### src/hw/pdrs_pkg.sv
// Shared constants and types for the parallel disk register select block.
// Assumes a single core clock domain; host pins are synchronised by the user of these names.
package pdrs_pkg;

   // ==========================================================================
   // Pin bundle layout after synchronisation.
   // ==========================================================================
   localparam int PIN_W       = 7;  // Width of the synchronised control pin vector.
   localparam int PIN_CMD     = 6;  // Command block select, active low.
   localparam int PIN_CTL     = 5;  // Control block select, active low.
   localparam int PIN_ADDR_HI = 4;  // Top bit of the register address.
   localparam int PIN_ADDR_LO = 2;  // Bottom bit of the register address.
   localparam int PIN_RD      = 1;  // Read strobe, active low.
   localparam int PIN_WR      = 0;  // Write strobe, active low.

   // ==========================================================================
   // Register addresses within each block.
   // ==========================================================================
   localparam logic [2:0] ADDR_DATA      = 3'h0;  // Transfer data port.
   localparam logic [2:0] ADDR_FAIL_PARM = 3'h1;  // Failure code / command parameter.
   localparam logic [2:0] ADDR_COUNT     = 3'h2;  // Sector count / packet phase reason.
   localparam logic [2:0] ADDR_BA_LOW    = 3'h3;  // Block address low / unassigned.
   localparam logic [2:0] ADDR_BA_MID    = 3'h4;  // Block address mid / length low.
   localparam logic [2:0] ADDR_BA_HIGH   = 3'h5;  // Block address high / length high.
   localparam logic [2:0] ADDR_DRIVE     = 3'h6;  // Drive select; shadow status in control.
   localparam logic [2:0] ADDR_STAT_CMD  = 3'h7;  // Status / command; obsolete in control.

   // ==========================================================================
   // Widths and reset values.
   // ==========================================================================
   localparam int          BYTE_W     = 8;         // Width of the byte registers.
   localparam int          WORD_W     = 16;        // Width of the data bus.
   localparam logic [7:0]  RESET_BYTE = 8'h00;     // Reset value of stored bytes.
   localparam logic [15:0] RESET_WORD = 16'h0000;  // Reset value of the bus word.

   // ==========================================================================
   // Decoded register targets.
   // ==========================================================================
   typedef enum logic [3:0] {
      RD_NONE   = 4'h0,
      RD_DATA   = 4'h1,
      RD_FAIL   = 4'h2,
      RD_COUNT  = 4'h3,
      RD_REASON = 4'h4,
      RD_LOW    = 4'h5,
      RD_MID    = 4'h6,
      RD_HIGH   = 4'h7,
      RD_DRIVE  = 4'h8,
      RD_STATUS = 4'h9,
      RD_SHADOW = 4'ha
   } pdrs_rd_e;

   typedef enum logic [3:0] {
      WR_NONE    = 4'h0,
      WR_DATA    = 4'h1,
      WR_PARAM   = 4'h2,
      WR_COUNT   = 4'h3,
      WR_LOW     = 4'h4,
      WR_MID     = 4'h5,
      WR_HIGH    = 4'h6,
      WR_DRIVE   = 4'h7,
      WR_COMMAND = 4'h8,
      WR_CONTROL = 4'h9
   } pdrs_wr_e;

endpackage : pdrs_pkg

### src/hw/pdrs_decode.sv
// Combinational decoder from selects, address and map choice to register target.
// Assumes its inputs are already synchronised to the core clock.
`timescale 1ns/100ps
module pdrs_decode
   import pdrs_pkg::*;
(
   input  wire logic       cmd_sel_n,
   input  wire logic       ctl_sel_n,
   input  wire logic [2:0] addr,
   input  wire logic       packet_mode,
   output pdrs_rd_e        rd_id,
   output pdrs_wr_e        wr_id
);

   // ==========================================================================
   // Address decode.
   // ==========================================================================
   // Both selects negated or both asserted leave everything unselected.
   always_comb begin
      rd_id = RD_NONE;
      wr_id = WR_NONE;
      if (!cmd_sel_n && ctl_sel_n) begin
         // Command block; the packet map differs only at two addresses.
         unique case (addr)
            ADDR_DATA: begin
               rd_id = RD_DATA;
               wr_id = WR_DATA;
            end
            ADDR_FAIL_PARM: begin
               rd_id = RD_FAIL;
               wr_id = WR_PARAM;
            end
            ADDR_COUNT: begin
               rd_id = packet_mode ? RD_REASON : RD_COUNT;
               wr_id = WR_COUNT;
            end
            ADDR_BA_LOW: begin
               // The packet map leaves this address unassigned.
               rd_id = packet_mode ? RD_NONE : RD_LOW;
               wr_id = packet_mode ? WR_NONE : WR_LOW;
            end
            ADDR_BA_MID: begin
               rd_id = RD_MID;
               wr_id = WR_MID;
            end
            ADDR_BA_HIGH: begin
               rd_id = RD_HIGH;
               wr_id = WR_HIGH;
            end
            ADDR_DRIVE: begin
               rd_id = RD_DRIVE;
               wr_id = WR_DRIVE;
            end
            ADDR_STAT_CMD: begin
               rd_id = RD_STATUS;
               wr_id = WR_COMMAND;
            end
         endcase
      end else if (cmd_sel_n && !ctl_sel_n && addr == ADDR_DRIVE) begin
         // Only one control block address answers; the obsolete one stays silent.
         rd_id = RD_SHADOW;
         wr_id = WR_CONTROL;
      end
   end

endmodule : pdrs_decode

### src/hw/pdrs_port.sv
// Device side of the parallel host register port: pin sync, decode, register file.
// Assumes host pins are asynchronous to core_clk and that the data bus wire is
// resolved outside from data_out and data_oe.
`timescale 1ns/100ps
module pdrs_port
   import pdrs_pkg::*;
(
   input  wire logic              core_clk,
   input  wire logic              rst_n,
   input  wire logic              ce,
   input  wire logic              command_block_select_n,
   input  wire logic              control_block_select_n,
   input  wire logic [2:0]        register_address,
   input  wire logic              read_strobe_n,
   input  wire logic              write_strobe_n,
   input  wire logic [WORD_W-1:0] data_in,
   output logic      [WORD_W-1:0] data_out,
   output logic                   data_oe,
   input  wire logic              packet_mode,
   input  wire logic [BYTE_W-1:0] primary_status,
   input  wire logic [BYTE_W-1:0] failure_code,
   input  wire logic [BYTE_W-1:0] packet_phase_reason,
   input  wire logic [WORD_W-1:0] xfer_read_word,
   output logic                   xfer_read_taken,
   output logic      [WORD_W-1:0] xfer_write_word,
   output logic                   xfer_write_valid,
   output logic      [BYTE_W-1:0] command_parameter,
   output logic      [BYTE_W-1:0] sector_count,
   output logic      [BYTE_W-1:0] block_address_low,
   output logic      [BYTE_W-1:0] block_address_mid,
   output logic      [BYTE_W-1:0] block_address_high,
   output logic      [BYTE_W-1:0] drive_select,
   output logic      [BYTE_W-1:0] command_code,
   output logic                   command_valid,
   output logic      [BYTE_W-1:0] interface_control
);

   // ==========================================================================
   // State.
   // ==========================================================================
   // The byte count and packet drive select share storage with block address
   // mid/high and the drive register, as the two maps name one set of latches.
   typedef struct packed {
      logic [PIN_W-1:0]  pin_m;      // First sync stage of control pins.
      logic [PIN_W-1:0]  pin_s;      // Second sync stage of control pins.
      logic [WORD_W-1:0] bus_m;      // First sync stage of the data bus.
      logic [WORD_W-1:0] bus_s;      // Second sync stage of the data bus.
      logic              rd_prev;    // Read strobe seen last cycle.
      logic              wr_prev;    // Write strobe seen last cycle.
      logic [WORD_W-1:0] dout;       // Bus read word.
      logic              oe;         // Bus drive enable.
      logic              rd_taken;   // Data word consumed pulse.
      logic [WORD_W-1:0] wword;      // Last written data word.
      logic              wvalid;     // Data word written pulse.
      logic [BYTE_W-1:0] param;      // Command parameter.
      logic [BYTE_W-1:0] count;      // Sector count.
      logic [BYTE_W-1:0] low;        // Block address low.
      logic [BYTE_W-1:0] mid;        // Block address mid / length low.
      logic [BYTE_W-1:0] high;       // Block address high / length high.
      logic [BYTE_W-1:0] drive;      // Drive select.
      logic [BYTE_W-1:0] cmd;        // Command code.
      logic              cvalid;     // Command written pulse.
      logic [BYTE_W-1:0] ctrl;       // Interface control.
   } pdrs_state_s;

   pdrs_state_s st_q;  // Registered state.
   pdrs_state_s st_d;  // Next state.
   pdrs_rd_e    rd_id; // Decoded read target.
   pdrs_wr_e    wr_id; // Decoded write target.
   logic        rd_on; // Read strobe asserted (synchronised).
   logic        wr_on; // Write strobe asserted (synchronised).
   logic [WORD_W-1:0] rd_word; // Word the decoded register would return.

   assign rd_on = !st_q.pin_s[PIN_RD];
   assign wr_on = !st_q.pin_s[PIN_WR];

   // ==========================================================================
   // Decoder.
   // ==========================================================================
   pdrs_decode u_decode (
      .cmd_sel_n   (st_q.pin_s[PIN_CMD]),
      .ctl_sel_n   (st_q.pin_s[PIN_CTL]),
      .addr        (st_q.pin_s[PIN_ADDR_HI:PIN_ADDR_LO]),
      .packet_mode (packet_mode),
      .rd_id       (rd_id),
      .wr_id       (wr_id)
   );

   // ==========================================================================
   // Read mux.
   // ==========================================================================
   // Byte registers sit in the low lane; the upper lane reads zero.
   always_comb begin
      rd_word = RESET_WORD;
      unique case (rd_id)
         RD_NONE:   rd_word = RESET_WORD;
         RD_DATA:   rd_word = xfer_read_word;
         RD_FAIL:   rd_word = {RESET_BYTE, failure_code};
         RD_COUNT:  rd_word = {RESET_BYTE, st_q.count};
         RD_REASON: rd_word = {RESET_BYTE, packet_phase_reason};
         RD_LOW:    rd_word = {RESET_BYTE, st_q.low};
         RD_MID:    rd_word = {RESET_BYTE, st_q.mid};
         RD_HIGH:   rd_word = {RESET_BYTE, st_q.high};
         RD_DRIVE:  rd_word = {RESET_BYTE, st_q.drive};
         RD_STATUS: rd_word = {RESET_BYTE, primary_status};
         RD_SHADOW: rd_word = {RESET_BYTE, primary_status};
         default:   rd_word = RESET_WORD;
      endcase
   end

   // ==========================================================================
   // Next state.
   // ==========================================================================
   // Writes land on the strobe's negating edge, where the host guarantees the
   // data is settled; this costs a sync delay but avoids sampling mid-setup.
   always_comb begin
      st_d          = st_q;
      st_d.pin_m    = {command_block_select_n, control_block_select_n,
                       register_address, read_strobe_n, write_strobe_n};
      st_d.pin_s    = st_q.pin_m;
      st_d.bus_m    = data_in;
      st_d.bus_s    = st_q.bus_m;
      st_d.rd_prev  = rd_on;
      st_d.wr_prev  = wr_on;
      st_d.rd_taken = 1'b0;
      st_d.wvalid   = 1'b0;
      st_d.cvalid   = 1'b0;
      // Drive the bus only for a readable target while the strobe is held.
      st_d.oe   = rd_on && (rd_id != RD_NONE);
      st_d.dout = rd_word;
      if (st_q.rd_prev && !rd_on && rd_id == RD_DATA) begin
         st_d.rd_taken = 1'b1;
      end
      if (st_q.wr_prev && !wr_on) begin
         // Only the addressed register changes; unselected writes fall through.
         unique case (wr_id)
            WR_NONE: begin
               st_d.wvalid = 1'b0;
            end
            WR_DATA: begin
               st_d.wword  = st_q.bus_s;
               st_d.wvalid = 1'b1;
            end
            WR_PARAM:   st_d.param = st_q.bus_s[BYTE_W-1:0];
            WR_COUNT:   st_d.count = st_q.bus_s[BYTE_W-1:0];
            WR_LOW:     st_d.low   = st_q.bus_s[BYTE_W-1:0];
            WR_MID:     st_d.mid   = st_q.bus_s[BYTE_W-1:0];
            WR_HIGH:    st_d.high  = st_q.bus_s[BYTE_W-1:0];
            WR_DRIVE:   st_d.drive = st_q.bus_s[BYTE_W-1:0];
            WR_COMMAND: begin
               st_d.cmd    = st_q.bus_s[BYTE_W-1:0];
               st_d.cvalid = 1'b1;
            end
            WR_CONTROL: st_d.ctrl  = st_q.bus_s[BYTE_W-1:0];
            default:    st_d.wvalid = 1'b0;
         endcase
      end
   end

   // ==========================================================================
   // State register.
   // ==========================================================================
   // Strobes reset to idle (high) so no edge is seen right after reset.
   always_ff @(posedge core_clk) begin
      if (!rst_n) begin
         st_q          <= '0;
         st_q.pin_m    <= {PIN_W{1'b1}};
         st_q.pin_s    <= {PIN_W{1'b1}};
      end else if (ce) begin
         st_q <= st_d;
      end
   end

   assign data_out           = st_q.dout;
   assign data_oe            = st_q.oe;
   assign xfer_read_taken    = st_q.rd_taken;
   assign xfer_write_word    = st_q.wword;
   assign xfer_write_valid   = st_q.wvalid;
   assign command_parameter  = st_q.param;
   assign sector_count       = st_q.count;
   assign block_address_low  = st_q.low;
   assign block_address_mid  = st_q.mid;
   assign block_address_high = st_q.high;
   assign drive_select       = st_q.drive;
   assign command_code       = st_q.cmd;
   assign command_valid      = st_q.cvalid;
   assign interface_control  = st_q.ctrl;

   // ==========================================================================
   // Assertions.
   // ==========================================================================
   logic cmd_only; // Command block alone selected.
   logic ctl_only; // Control block alone selected.
   logic wr_edge;  // Write strobe negating this cycle.
   logic [2:0] a_s;
   assign cmd_only = !st_q.pin_s[PIN_CMD] && st_q.pin_s[PIN_CTL];
   assign ctl_only = st_q.pin_s[PIN_CMD] && !st_q.pin_s[PIN_CTL];
   assign wr_edge  = st_q.wr_prev && !wr_on;
   assign a_s      = st_q.pin_s[PIN_ADDR_HI:PIN_ADDR_LO];

   property p_status_read;
      @(posedge core_clk) disable iff (!rst_n)
      ce && rd_on && cmd_only && a_s == ADDR_STAT_CMD
      |=> data_oe && data_out == {RESET_BYTE, $past(primary_status)};
   endproperty
   a_status_read: assert property (p_status_read) else $error("status read wrong");

   property p_shadow_read;
      @(posedge core_clk) disable iff (!rst_n)
      ce && rd_on && ctl_only && a_s == ADDR_DRIVE
      |=> data_oe && data_out == {RESET_BYTE, $past(primary_status)};
   endproperty
   a_shadow_read: assert property (p_shadow_read) else $error("shadow read wrong");

   property p_both_selected;
      @(posedge core_clk) disable iff (!rst_n)
      ce && !st_q.pin_s[PIN_CMD] && !st_q.pin_s[PIN_CTL] |=> !data_oe;
   endproperty
   a_both_selected: assert property (p_both_selected) else $error("bus driven");

   property p_reason_read;
      @(posedge core_clk) disable iff (!rst_n)
      ce && packet_mode && rd_on && cmd_only && a_s == ADDR_COUNT
      |=> data_out == {RESET_BYTE, $past(packet_phase_reason)};
   endproperty
   a_reason_read: assert property (p_reason_read) else $error("reason read wrong");

   property p_unassigned_write;
      @(posedge core_clk) disable iff (!rst_n)
      ce && packet_mode && wr_edge && cmd_only && a_s == ADDR_BA_LOW
      |=> block_address_low == $past(block_address_low);
   endproperty
   a_unassigned_write: assert property (p_unassigned_write) else $error("low changed");

   property p_obsolete_silent;
      @(posedge core_clk) disable iff (!rst_n)
      ce && ctl_only && a_s == ADDR_STAT_CMD |=> !data_oe;
   endproperty
   a_obsolete_silent: assert property (p_obsolete_silent) else $error("obsolete drove");

   property p_oe_cause;
      @(posedge core_clk) disable iff (!rst_n)
      $rose(data_oe) |-> $past(rd_on) && $past(rd_id) != RD_NONE;
   endproperty
   a_oe_cause: assert property (p_oe_cause) else $error("oe without read");

   property p_command_write;
      @(posedge core_clk) disable iff (!rst_n)
      ce && wr_edge && cmd_only && a_s == ADDR_STAT_CMD
      |=> command_valid && command_code == $past(st_q.bus_s[BYTE_W-1:0]) ##1 !command_valid;
   endproperty
   a_command_write: assert property (p_command_write) else $error("command lost");

   c_status_read: cover property (@(posedge core_clk) disable iff (!rst_n)
      ce && rd_on && cmd_only && a_s == ADDR_STAT_CMD);
   c_packet_read: cover property (@(posedge core_clk) disable iff (!rst_n)
      ce && packet_mode && rd_on && cmd_only && a_s == ADDR_COUNT);
   c_command_write: cover property (@(posedge core_clk) disable iff (!rst_n) command_valid);

endmodule : pdrs_port
### config.mk
export PLATFORM = sky130hd
export DESIGN_NAME = pdrs_port
export DESIGN_NICKNAME = d
export VERILOG_FILES = /design/src/hw/pdrs_pkg.sv /design/src/hw/pdrs_decode.sv /design/src/hw/pdrs_port.sv
export SDC_FILE = /design/constraint.sdc
export NUM_CORES = 1
export LEC_CHECK = 0
export ABC_AREA = 1
export BUFFER_PORTS_ARGS = -buffer_cell sky130_fd_sc_hd__buf_2
export CELL_PAD_IN_SITES_DETAIL_PLACEMENT = 2
export CELL_PAD_IN_SITES_GLOBAL_PLACEMENT = 2
export CORE_MARGIN = 2
export CORE_UTILIZATION = 29
export DETAILED_ROUTE_END_ITERATION = 7
export GPL_TIMING_DRIVEN = 0
export PLACE_DENSITY = 0.76
export SETUP_SLACK_MARGIN = 0.3
export SLEW_MARGIN = 20
export SYNTH_ARGS = -nofsm -noshare
export SYNTH_HDL_FRONTEND = slang
export SYNTH_SLANG_ARGS = --single-unit
### constraint.sdc
create_clock -name core_clk -period 2.1 [get_ports core_clk]
set_input_delay 0.42 -clock core_clk [delete_from_list [all_inputs] [get_ports core_clk]]
set_output_delay 0.42 -clock core_clk [all_outputs]
set_load 0.05 [all_outputs]
==> results of run 1 <==
layout make-up:
type	count	area, µm²	area share, %
tap	319	399	3.74
clock buffer	17	425	3.98
clock inverter	15	164	1.54
buffer	147	1030	9.63
inverter	50	245	2.30
sequential	148	2970	27.9
multi-input combinational	617	3920	36.7
timing repair buffer	228	1520	14.3
worst max path at each step:
stage,start,endpoint,slack [ps],cells past startpoint
after CTS,a_s[1]$_SDFFE_PN1P_,data_out[0]$_SDFFE_PN0P_,30,16
after global routing,a_s[0]$_SDFFE_PN1P_,data_out[7]$_SDFFE_PN0P_,-340,16
after global placement,a_s[0]$_SDFFE_PN1P_,command_parameter[6]$_SDFFE_PN0P_,-300,10
after floorplan,a_s[0]$_SDFFE_PN1P_,block_address_high[0]$_SDFFE_PN0P_,270,13
final,a_s[0]$_SDFFE_PN1P_,xfer_write_word[5]$_SDFFE_PN0P_,-250,15
after detailed placement,a_s[0]$_SDFFE_PN1P_,command_parameter[6]$_SDFFE_PN0P_,-370,10
report_power, final:
part	internal [mW]	switching [mW]	total, mW	leakage (nW)
clock	1.69	1.51	3.20	0.292
sequential	2.88	0.0616	2.95	1.20
combinational	0.362	0.744	1.11	3.47
total	4.94	2.32	7.26	4.96
cells by family (layout without fill, tap and decap cells):
kind of cell               after synthesis  after routing  share of synthesized area, %
and+or+nand+nor                        442            445                          26.9
DFF                                    148            148                          43.1
adders and majority gates                4              4                         0.729
buffers and inverters                  197            457                          16.7
AOI/OAI and AO/OA                      168            168                          12.5
registers in the layout (all words and copies together) (netlist names):
register	cells
a_s	3
command_valid	1
xfer_write_word	16
data_out	16
drive_select	8
interface_control	8
xfer_write_valid	1
block_address_mid	8
st_d	23
data_oe	1
sector_count	8
xfer_read_taken	1
block_address_high	8
block_address_low	8
command_parameter	8
st_q	22
command_code	8
routing by layer:
| layer | share of wire [%] | up-vias | track usage, % |
|---|---|---|---|
| met5 | 0 | - | 0 |
| met4 | 5.0 | 0 | 12.9 |
| met3 | 5.9 | 114 | 5.34 |
| met2 | 50 | 321 | 45.7 |
| met1 | 39 | 3975 | 31.3 |
| li1 | - | 3524 | - |
worst reg2reg max path, cell delays in order (launching register included):
cell and delay, ps:
sky130_fd_sc_hd__dfxtp_4 400, sky130_fd_sc_hd__inv_4 70, sky130_fd_sc_hd__ha_4 200, sky130_fd_sc_hd__nand2_4 90
sky130_fd_sc_hd__nand2_4 70, sky130_fd_sc_hd__nor2_4 120, sky130_fd_sc_hd__nand2_4 80, sky130_fd_sc_hd__nand4_1 210
sky130_fd_sc_hd__nand2_2 170, sky130_fd_sc_hd__nor2_4 200, sky130_fd_sc_hd__nand2_4 130, sky130_fd_sc_hd__inv_6 110
sky130_fd_sc_hd__buf_6 110, sky130_fd_sc_hd__buf_6 100, sky130_fd_sc_hd__nor2_2 40, sky130_fd_sc_hd__nor2_1 160
stage by stage:
stage	total power [mW]	hold slack (ps)	std cells
detailed placement	3.69	445	1443
global route	7.45	196	1541
finish	7.26	185	1541
CTS	7.01	187	1528
floorplan	3.42	424	959
global placement	3.67	439	1443
cells in the final DEF (no fill, tap or decap), types with 2 or more instances in the layout:
cell type / n
sky130_fd_sc_hd__buf_16: 2
sky130_fd_sc_hd__inv_8: 3
sky130_fd_sc_hd__clkinv_8: 3
sky130_fd_sc_hd__buf_4: 125
sky130_fd_sc_hd__clkinv_4: 3
sky130_fd_sc_hd__a21oi_4: 2
sky130_fd_sc_hd__o21ai_2: 37
sky130_fd_sc_hd__nand3_2: 24
sky130_fd_sc_hd__buf_8: 4
sky130_fd_sc_hd__nand3_4: 4
sky130_fd_sc_hd__inv_6: 9
sky130_fd_sc_hd__nand2_8: 3
sky130_fd_sc_hd__dfxtp_1: 145
sky130_fd_sc_hd__nor2_2: 43
sky130_fd_sc_hd__nor2_1: 163
sky130_fd_sc_hd__nand2_1: 72
sky130_fd_sc_hd__clkbuf_16: 17
sky130_fd_sc_hd__nand3_1: 52
sky130_fd_sc_hd__nor2_4: 30
sky130_fd_sc_hd__ha_4: 4
sky130_fd_sc_hd__buf_6: 35
sky130_fd_sc_hd__inv_2: 4
sky130_fd_sc_hd__o21ai_1: 11
sky130_fd_sc_hd__inv_4: 7
sky130_fd_sc_hd__nand2_2: 16
sky130_fd_sc_hd__o21ai_0: 57
sky130_fd_sc_hd__dfxtp_4: 3
sky130_fd_sc_hd__nand4_1: 22
sky130_fd_sc_hd__a21oi_2: 21
sky130_fd_sc_hd__buf_12: 6
sky130_fd_sc_hd__buf_2: 168
sky130_fd_sc_hd__nand2_4: 16
sky130_fd_sc_hd__a21oi_1: 23
sky130_fd_sc_hd__o21ai_4: 15
sky130_fd_sc_hd__clkbuf_1: 33
sky130_fd_sc_hd__inv_1: 33
timing repair:
action                     4_1_cts  5_1_grt
resized for setup              256      164
pin swaps                       74       63
hold buffers                     0        0
cloned                           7        3
setup endpoints to repair      100      101
buffers inserted                46       10
==> results.cfg, run 1 <==
[place]
routabilityCongestion = 0.831
dpl_cell_area_um2 = 8130
io_buffers = 165
preCtsSetupSlack_ps = -373
dpl.hpwl_um = 19300

[worst_setup_path]
critical_path_data_required_time_ps = 2470
timing.critical_path.cells = inv_4, ha_4, nand2_4, nand2_4, nor2_4, nand2_4, nand4_1, nand2_2, nor2_4, nand2_4, inv_6, buf_6, buf_6, nor2_2, nor2_1
critical_path.top_delay_family = simple AND/OR/NAND/NOR gates
path_max_fanout = 5
reg2reg_depth = 15
start_kind = flop
worst-r2r-setup-slack_ps = -250
rr_endpoint = xfer_write_word[5]$_SDFFE_PN0P_
critical_path.n_buffers_inverters = 4
top_cell_by_count_worst_path = sky130_fd_sc_hd__nand2_4
criticalPathCategory = flop to flop
library_cell_contributing_the_largest_single_delay_on_the_critical_path = sky130_fd_sc_hd__dfxtp_4
crit_path_max_incr_delay_ps = 400
timing.rr.start = a_s[0]$_SDFFE_PN1P_
cp-end-kind = flop
worst-endpoint-arrival_ps = 2720

[synth]
yosysUniqueCellTypes = 24
synth-edff-count = 0
postSynth.topFlopCell = sky130_fd_sc_hd__dfxtp_1
synthDominantCellAreaShare_pct = 43.1
yosys.cell_count.top_type = sky130_fd_sc_hd__nor2_1
synth.top_cells.by_area = sky130_fd_sc_hd__dfxtp_1 (43%), sky130_fd_sc_hd__nor2_1 (12%), sky130_fd_sc_hd__buf_4 (11%)
yosys_warnings = 0
synth_top_cells_by_count = sky130_fd_sc_hd__nor2_1 (228), sky130_fd_sc_hd__dfxtp_1 (148), sky130_fd_sc_hd__o21ai_0 (120)
syn_avg_cell_area_um2 = 7.16
synth_largest_area_cell = sky130_fd_sc_hd__dfxtp_1
ys_seq_elements = 148
async_set_or_reset_flop_fraction_in_the_synthesized_netlist_pct = 0
seq_area_frac_synth_pct = 43.1
synth_nets = 1030
netlist_area_um2 = 6870
synthesis.instances = 959

[global_routing]
grt_start_max_net_pins = 17
grt.overflow.total = 0
gr-usage-all-layers_pct = 26.5
antenna_found_initial = 0
grt_pass1_wl_um = 49000
first_global_vias = 8283

[clocking]
clk_root_buffer_cell = sky130_fd_sc_hd__clkbuf_16
cts_max_path_buffers = 2
cts_max_level = 4
clkLatencyLatePin_ps = 450
clkSlewWorstSetupHoldPaths_ps = 70
cts-buffers-inserted = 17
cts.sink_count = 148
clock_tree_from_tritoncts = yes

[detailed_routing]
drt-total-wl_um = 38700
initialDrtViolationCount = 424
drt-wirelength-per-cell_um = 25.1
drt.antenna.violating_nets = 0
drc = 0
viasPerCell = 5.15
detail_route.first_pass.iterations = 5
via_count = 7934

[run]
timing.max_cap.violations = 0

[final_layout]
area_delta_synth_final_pct = 55.4
drive_above_1_share_pct = 49.9
finish.instance_area_um2 = 10700
core_utilization_of_the_finished_layout_pct = 45.8
antenna_cells_inserted = 0
nFillCells = 2608
num-nets-final = 1280

[sta]
hold_violations = 0
finalClockSkew_ps = 11.5
period_share_pct = 112
f_max_ghz = 0.425
pin_slew_with_the_least_headroom_to_its_limit_ps = 1400
timing.final.setup_violations = 82
tns_ps = -9000
timing.final.max_slew_violations = 0
maxSlewHeadroom_pct = 6.56
final.min_clock_period_ps = 2350
timing.final.ws_setup_ps = -253
rsz_0062_raised_after_global_routing = yes

[floorplanning]
fp.dieH_um = 158
rows = 56
core_area_um2 = 23300
floorplan.io_pins = 167
die-width_um = 158
initial_utilization_pct = 29.4
die-area_um2 = 24900

[worst_hold_path]
min_from = write_strobe_n
holdCritPathClass = input port to flop
worstHoldEndpoint = st_d[134]$_SDFFE_PN1P_
worstHoldPathCells = 3

[power]
power_leakage_nw = 4.96
ir_worst_vdd_mv = 0.618
power_density_nw_per_um2 = 680

[status]
run_status = finished, violations left
failing_checks = setup timing
Note: power is estimated with default switching activity, not from simulation.
==> run 2: changes to the inputs <==
--- a/config.mk
+++ b/config.mk
@@ -5,12 +5,11 @@
 export SDC_FILE = /design/constraint.sdc
 export NUM_CORES = 1
 export LEC_CHECK = 0
-export ABC_AREA = 1
 export BUFFER_PORTS_ARGS = -buffer_cell sky130_fd_sc_hd__buf_2
 export CELL_PAD_IN_SITES_DETAIL_PLACEMENT = 2
 export CELL_PAD_IN_SITES_GLOBAL_PLACEMENT = 2
-export CORE_MARGIN = 2
-export CORE_UTILIZATION = 29
+export CORE_MARGIN = 3
+export CORE_UTILIZATION = 32
 export DETAILED_ROUTE_END_ITERATION = 7
 export GPL_TIMING_DRIVEN = 0
 export PLACE_DENSITY = 0.76
==> run 2 against run 1 <==
  * Utilization rose by 1.5 points
  * Global-route usage is 3.7 points lower
  * Die area down 5.0%
  * The flow still finishes with violations (setup timing)
  * Synthesized cell count down 23%
  * Clock power down 2%
==> results.cfg, run 2 <==
[clocking]
cts_max_level = 4
clock_tree_from_tritoncts = yes
cts_max_path_buffers = 2
cts-buffers-inserted = 17
clkLatencyLatePin_ps = 450
clkSlewWorstSetupHoldPaths_ps = 70
cts.sink_count = 148
clk_root_buffer_cell = sky130_fd_sc_hd__clkbuf_16

[floorplanning]
die-width_um = 154
floorplan.io_pins = 167
fp.dieH_um = 154
rows = 53
initial_utilization_pct = 32.9
die-area_um2 = 23700
core_area_um2 = 21300

[detailed_routing]
drt.antenna.violating_nets = 0
drc = 0
drt-total-wl_um = 30600
initialDrtViolationCount = 335
via_count = 6455
drt-wirelength-per-cell_um = 24.3
detail_route.first_pass.iterations = 4
viasPerCell = 5.11

[synth]
synth.top_cells.by_area = sky130_fd_sc_hd__dfxtp_1 (42%), sky130_fd_sc_hd__mux2i_1 (19%), sky130_fd_sc_hd__buf_4 (11%)
yosysUniqueCellTypes = 56
synth_top_cells_by_count = sky130_fd_sc_hd__dfxtp_1 (148), sky130_fd_sc_hd__mux2i_1 (132), sky130_fd_sc_hd__nor2_1 (122)
netlist_area_um2 = 7000
synthesis.instances = 743
async_set_or_reset_flop_fraction_in_the_synthesized_netlist_pct = 0
syn_avg_cell_area_um2 = 9.42
synth_nets = 814
yosys_warnings = 0
yosys.cell_count.top_type = sky130_fd_sc_hd__dfxtp_1
ys_seq_elements = 148
postSynth.topFlopCell = sky130_fd_sc_hd__dfxtp_1
synth_largest_area_cell = sky130_fd_sc_hd__dfxtp_1
seq_area_frac_synth_pct = 42.3
synthDominantCellAreaShare_pct = 42.3
synth-edff-count = 0

[status]
failing_checks = setup timing
run_status = finished, violations left

[worst_setup_path]
critical_path.n_buffers_inverters = 2
timing.critical_path.cells = inv_4, ha_4, nor3b_4, a21oi_4, o221a_4, buf_6, nor3_4, o2bb2ai_1, a2111oi_4, o31ai_1
start_kind = flop
criticalPathCategory = flop to flop
library_cell_contributing_the_largest_single_delay_on_the_critical_path = sky130_fd_sc_hd__dfxtp_4
worst-endpoint-arrival_ps = 2830
cp-end-kind = flop
crit_path_max_incr_delay_ps = 380
critical_path.top_delay_family = compound AO/OA/AOI/OAI gates
critical_path_data_required_time_ps = 2450
path_max_fanout = 6

[sta]
final.min_clock_period_ps = 2480
timing.final.setup_violations = 99
tns_ps = -22540
maxSlewHeadroom_pct = 43.6
pin_slew_with_the_least_headroom_to_its_limit_ps = 846
timing.final.ws_setup_ps = -383
finalClockSkew_ps = 12.8
f_max_ghz = 0.403
timing.final.max_slew_violations = 0
hold_violations = 0
rsz_0062_raised_after_global_routing = yes
period_share_pct = 118

[final_layout]
drive_above_1_share_pct = 47.2
multiInputGateArea_um2 = 3750
largest_register_ffs = 23
mostFrequentLayoutCell = sky130_fd_sc_hd__buf_2
antenna_cells_inserted = 0
nFillCells = 2231
core_utilization_of_the_finished_layout_pct = 47.3
layout_common_cells = sky130_fd_sc_hd__buf_2 (166), sky130_fd_sc_hd__dfxtp_1 (146), sky130_fd_sc_hd__mux2i_1 (122)
final_cell_count_no_fill = 1262
num-nets-final = 1045
area_delta_synth_final_pct = 43.8
area.sequential_um2 = 2970

[place]
io_buffers = 165
routabilityCongestion = 0.785
dpl.hpwl_um = 17900
placedCellCount = 1183
preCtsSetupSlack_ps = -534

[run]
timing.max_cap.violations = 0

[global_routing]
first_global_vias = 6890
gr-usage-all-layers_pct = 22.8
grt_pass1_wl_um = 41600
grt.overflow.total = 0
grt_start_max_net_pins = 17
antenna_found_initial = 0

[power]
power_density_nw_per_um2 = 660
ir_worst_vdd_mv = 0.476
power_leakage_nw = 4.56
post-layout-total-power_mw = 6.65

[worst_hold_path]
holdCritPathClass = input port to flop
## run 2: power breakdown
part | internal (mW) | switching, mW | leakage, nW
Clock | 1.70 | 1.43 | 0.292
Combinational | 0.248 | 0.379 | 3.07
Sequential | 2.85 | 0.0352 | 1.20
## run 2: path summary, 6_finish.rpt
kind,slack (ps),endpoint,startpoint,cells after the start
setup / recovery,-380,data_out[0]$_SDFFE_PN0P_,a_s[1]$_SDFFE_PN1P_,10
hold / removal,210,st_d[137]$_SDFFE_PN1P_,register_address[1],3
setup reg to reg,-380,data_out[0]$_SDFFE_PN0P_,a_s[1]$_SDFFE_PN1P_,10
hold reg to reg,470,data_out[11]$_SDFFE_PN0P_,data_out[11]$_SDFFE_PN0P_,2
## run 2: worst reg2reg max path: cells and delay by family (launching register included)
family	cells	cell delay, ps
AND/OR/NAND/NOR	2	610
flip-flops	1	380
buffers and inverters	2	230
AO/OA/AOI/OAI	5	990
adder cells (fa/ha/maj)	1	190
## run 2: cell families (layout without fill, tap and decap cells)
kind of cell / Yosys count / after routing / share of synthesized area, %
simple gates: 232 / 233 / 15.7
flops: 148 / 148 / 42.3
buf+inv: 144 / 387 / 13.2
mux: 132 / 132 / 18.9
compound gates: 83 / 83 / 9.13
fa+ha+maj: 4 / 4 / 0.715
## run 2: repair_timing
| item | 4_1_cts | 5_1_grt |
|---|---|---|
| setup endpoints to repair | 136 | 129 |
| cloned | 3 | 1 |
| pin swaps | 36 | 47 |
| setup buffers | 25 | 18 |
| hold buffers | 0 | 0 |
| resized for setup | 74 | 77 |
## run 2: cell type report
class                           count  share of cell area (%)
Buffer                            140                    10.1
Clock buffer                       18                    4.26
Clock inverter                     14                    1.58
Inverter                            4                   0.199
Multi-Input combinational cell    452                    37.3
Sequential cell                   148                    29.5
Tap cell                          275                    3.42
Timing Repair Buffer              211                    13.7
## run 2: routing by layer
layer	wire [µm]	track usage, %	part of all wire [%]
met1	12700	27.8	42
met2	15700	40.0	51
met3	1390	5.04	4.5
met4	836	7.02	2.7
met5	0	0	0
## run 2: through the flow
step / area (µm²) / hold slack [ps]
2_1_floorplan: 7130 / 441
3_3_place_gp: 8300 / 448
3_5_place_dp: 8300 / 458
4_1_cts: 9550 / 193
5_1_grt: 10100 / 204
6_report: 10100 / 206
==> run 3: changes to the inputs <==
--- a/config.mk
+++ b/config.mk
@@ -5,12 +5,12 @@
 export SDC_FILE = /design/constraint.sdc
 export NUM_CORES = 1
 export LEC_CHECK = 0
-export BUFFER_PORTS_ARGS = -buffer_cell sky130_fd_sc_hd__buf_2
 export CELL_PAD_IN_SITES_DETAIL_PLACEMENT = 2
 export CELL_PAD_IN_SITES_GLOBAL_PLACEMENT = 2
 export CORE_MARGIN = 3
-export CORE_UTILIZATION = 32
+export CORE_UTILIZATION = 38
 export DETAILED_ROUTE_END_ITERATION = 7
+export DONT_BUFFER_PORTS = 1
 export GPL_TIMING_DRIVEN = 0
 export PLACE_DENSITY = 0.76
 export SETUP_SLACK_MARGIN = 0.3
@@ -18,3 +18,4 @@
 export SYNTH_ARGS = -nofsm -noshare
 export SYNTH_HDL_FRONTEND = slang
 export SYNTH_SLANG_ARGS = --single-unit
+export TNS_END_PERCENT = 5
==> constraint.sdc (replaced) <==
create_clock -name core_clk -period 2.48 [get_ports core_clk]
set_input_delay 0.496 -clock core_clk [delete_from_list [all_inputs] [get_ports core_clk]]
set_output_delay 0.496 -clock core_clk [all_outputs]
set_load 0.05 [all_outputs]
==> run 3 against run 2 <==
  * Die area decreased by 15%
  * Critical path depth decreased by 1
  * Highest routed layer unchanged
  * Non-clock buffer count decreased by 188
  * Clock power decreased by 14%
  * The run still ends with setup timing left
  * Worst setup slack improved by 300 ps
  * Global-route usage increased by 1.4 points
  * Count of clock-buffer cells in the layout increased by 1
  * Design area decreased by 15%
==> results.cfg, run 3 (synthesized netlist as in run 2, its figures left out) <==
[status]
run_status = finished, violations left
failing_checks = setup timing

[worst_hold_path]
holdCritPathClass = input port to flop
min_from = command_block_select_n
worstHoldEndpoint = st_d[140]$_SDFFE_PN1P_
worstHoldPathCells = 2

[worst_setup_path]
critical_path_data_required_time_ps = 2750
worst-endpoint-arrival_ps = 2840
start_kind = flop
critical_path.n_buffers_inverters = 1
path_max_fanout = 5
criticalPathCategory = flop to flop
timing.critical_path.cells = inv_4, ha_4, a21o_1, nor2_1, and2_1, nand2b_1, o21ai_0, a221oi_1, a221oi_2
timing.rr.start = a_s[0]$_SDFFE_PN1P_
worst-r2r-setup-slack_ps = -90
cp-end-kind = flop
crit_path_max_incr_delay_ps = 400
rr_endpoint = data_out[4]$_SDFFE_PN0P_
reg2reg_depth = 9
critical_path.top_delay_family = simple AND/OR/NAND/NOR gates
library_cell_contributing_the_largest_single_delay_on_the_critical_path = sky130_fd_sc_hd__dfxtp_4

[final_layout]
drive_above_1_share_pct = 29.0
num-nets-final = 856
antenna_cells_inserted = 0
area_delta_synth_final_pct = 22.7
mostFrequentLayoutCell = sky130_fd_sc_hd__dfxtp_1
core_utilization_of_the_finished_layout_pct = 47.7
largest_register_ffs = 23
layout_common_cells = sky130_fd_sc_hd__dfxtp_1 (145), sky130_fd_sc_hd__mux2i_1 (130), sky130_fd_sc_hd__nor2_1 (120)

[place]
dpl.hpwl_um = 16800
preCtsSetupSlack_ps = -246
io_buffers = 0
routabilityCongestion = 0.817

[sta]
pin_slew_with_the_least_headroom_to_its_limit_ps = 790
tns_ps = -86.5
timing.final.ws_setup_ps = -86.5
timing.final.max_slew_violations = 0
timing.final.setup_violations = 1
f_max_ghz = 0.390
hold_violations = 0
period_share_pct = 103
final.min_clock_period_ps = 2570
rsz_0062_raised_after_global_routing = yes
finalClockSkew_ps = 10.4
maxSlewHeadroom_pct = 47.3

[power]
ir_worst_vdd_mv = 0.463
power_leakage_nw = 3.51
power_density_nw_per_um2 = 644

[detailed_routing]
drt-wirelength-per-cell_um = 25.6
detail_route.first_pass.iterations = 5
drt.antenna.violating_nets = 0
via_count = 5637
viasPerCell = 5.49
drt-total-wl_um = 26200
drc = 0
initialDrtViolationCount = 253

[clocking]
clkSlewWorstSetupHoldPaths_ps = 70
clkLatencyLatePin_ps = 430
cts_max_path_buffers = 2
cts_max_level = 4
cts-buffers-inserted = 17
clock_tree_from_tritoncts = yes
cts.sink_count = 148
clk_root_buffer_cell = sky130_fd_sc_hd__clkbuf_16

[run]
timing.max_cap.violations = 0

[global_routing]
grt.overflow.total = 0
grt_pass1_wl_um = 37100
gr-usage-all-layers_pct = 24.1
first_global_vias = 6058
grt_start_max_net_pins = 17
antenna_found_initial = 0

[floorplanning]
rows = 49
fp.dieH_um = 142
die-area_um2 = 20100
die-width_um = 142
initial_utilization_pct = 38.8
floorplan.io_pins = 167
core_area_um2 = 18000
run 3: area by class of cell:
cell class | instances | area (µm²)
buffer | 140 | 967
sequential | 148 | 2970
fill | 1912 | 9430
multi-input combinational | 451 | 3540
clock buffer | 19 | 433
timing repair buffer | 23 | 221
tap | 229 | 287
inverter | 4 | 20.0
clock inverter | 12 | 156
run 3: worst max-delay path by stage:
| stage | to | slack (ps) | cells past startpoint | startpoint |
|---|---|---|---|---|
| finish | data_out[4]$_SDFFE_PN0P_ | -90 | 9 | a_s[0]$_SDFFE_PN1P_ |
| global route | data_out[4]$_SDFFE_PN0P_ | -120 | 9 | a_s[1]$_SDFFE_PN1P_ |
| CTS | block_address_high[2]$_SDFFE_PN0P_ | 120 | 8 | a_s[1]$_SDFFE_PN1P_ |
| detailed placement | data_out[6]$_SDFFE_PN0P_ | -250 | 10 | a_s[1]$_SDFFE_PN1P_ |
| global placement | data_out[6]$_SDFFE_PN0P_ | -110 | 10 | a_s[1]$_SDFFE_PN1P_ |
| floorplan | data_out[0]$_SDFFE_PN0P_ | 290 | 10 | a_s[1]$_SDFFE_PN1P_ |
run 3: power breakdown:
group | total [mW] | switching [mW] | internal (mW)
sequential | 2.44 | 0.0289 | 2.42
combinational | 0.400 | 0.258 | 0.141
clock | 2.69 | 1.11 | 1.58
run 3: what timing repair did:
| item | in CTS | in global routing |
|---|---|---|
| setup buffers | 13 | 10 |
| endpoints found under the hold margin | 0 | 0 |
| resized for setup | 55 | 44 |
| setup endpoints to repair | 100 | 95 |
| hold buffers | 0 | 0 |
| pin swaps | 18 | 17 |
run 3: routing by layer:
layer | track usage (%) | wire (µm) | vias to the layer above
met3 | 5.43 | 1320 | 52
li1 | - | - | 2529
met1 | 28.8 | 10700 | 2861
met5 | 0 | 0 | -
met2 | 42.8 | 13500 | 195
met4 | 8.18 | 731 | 0
run 3: per-stage QoR:
step	instance area [µm²]	total power [mW]	hold slack, ps	cells
floorplan	7010	2.70	441	743
global placement	7300	2.78	449	972
detailed placement	7300	2.80	462	972
CTS	8280	5.48	188	1016
global route	8590	5.73	201	1026
finish	8590	5.53	201	1026
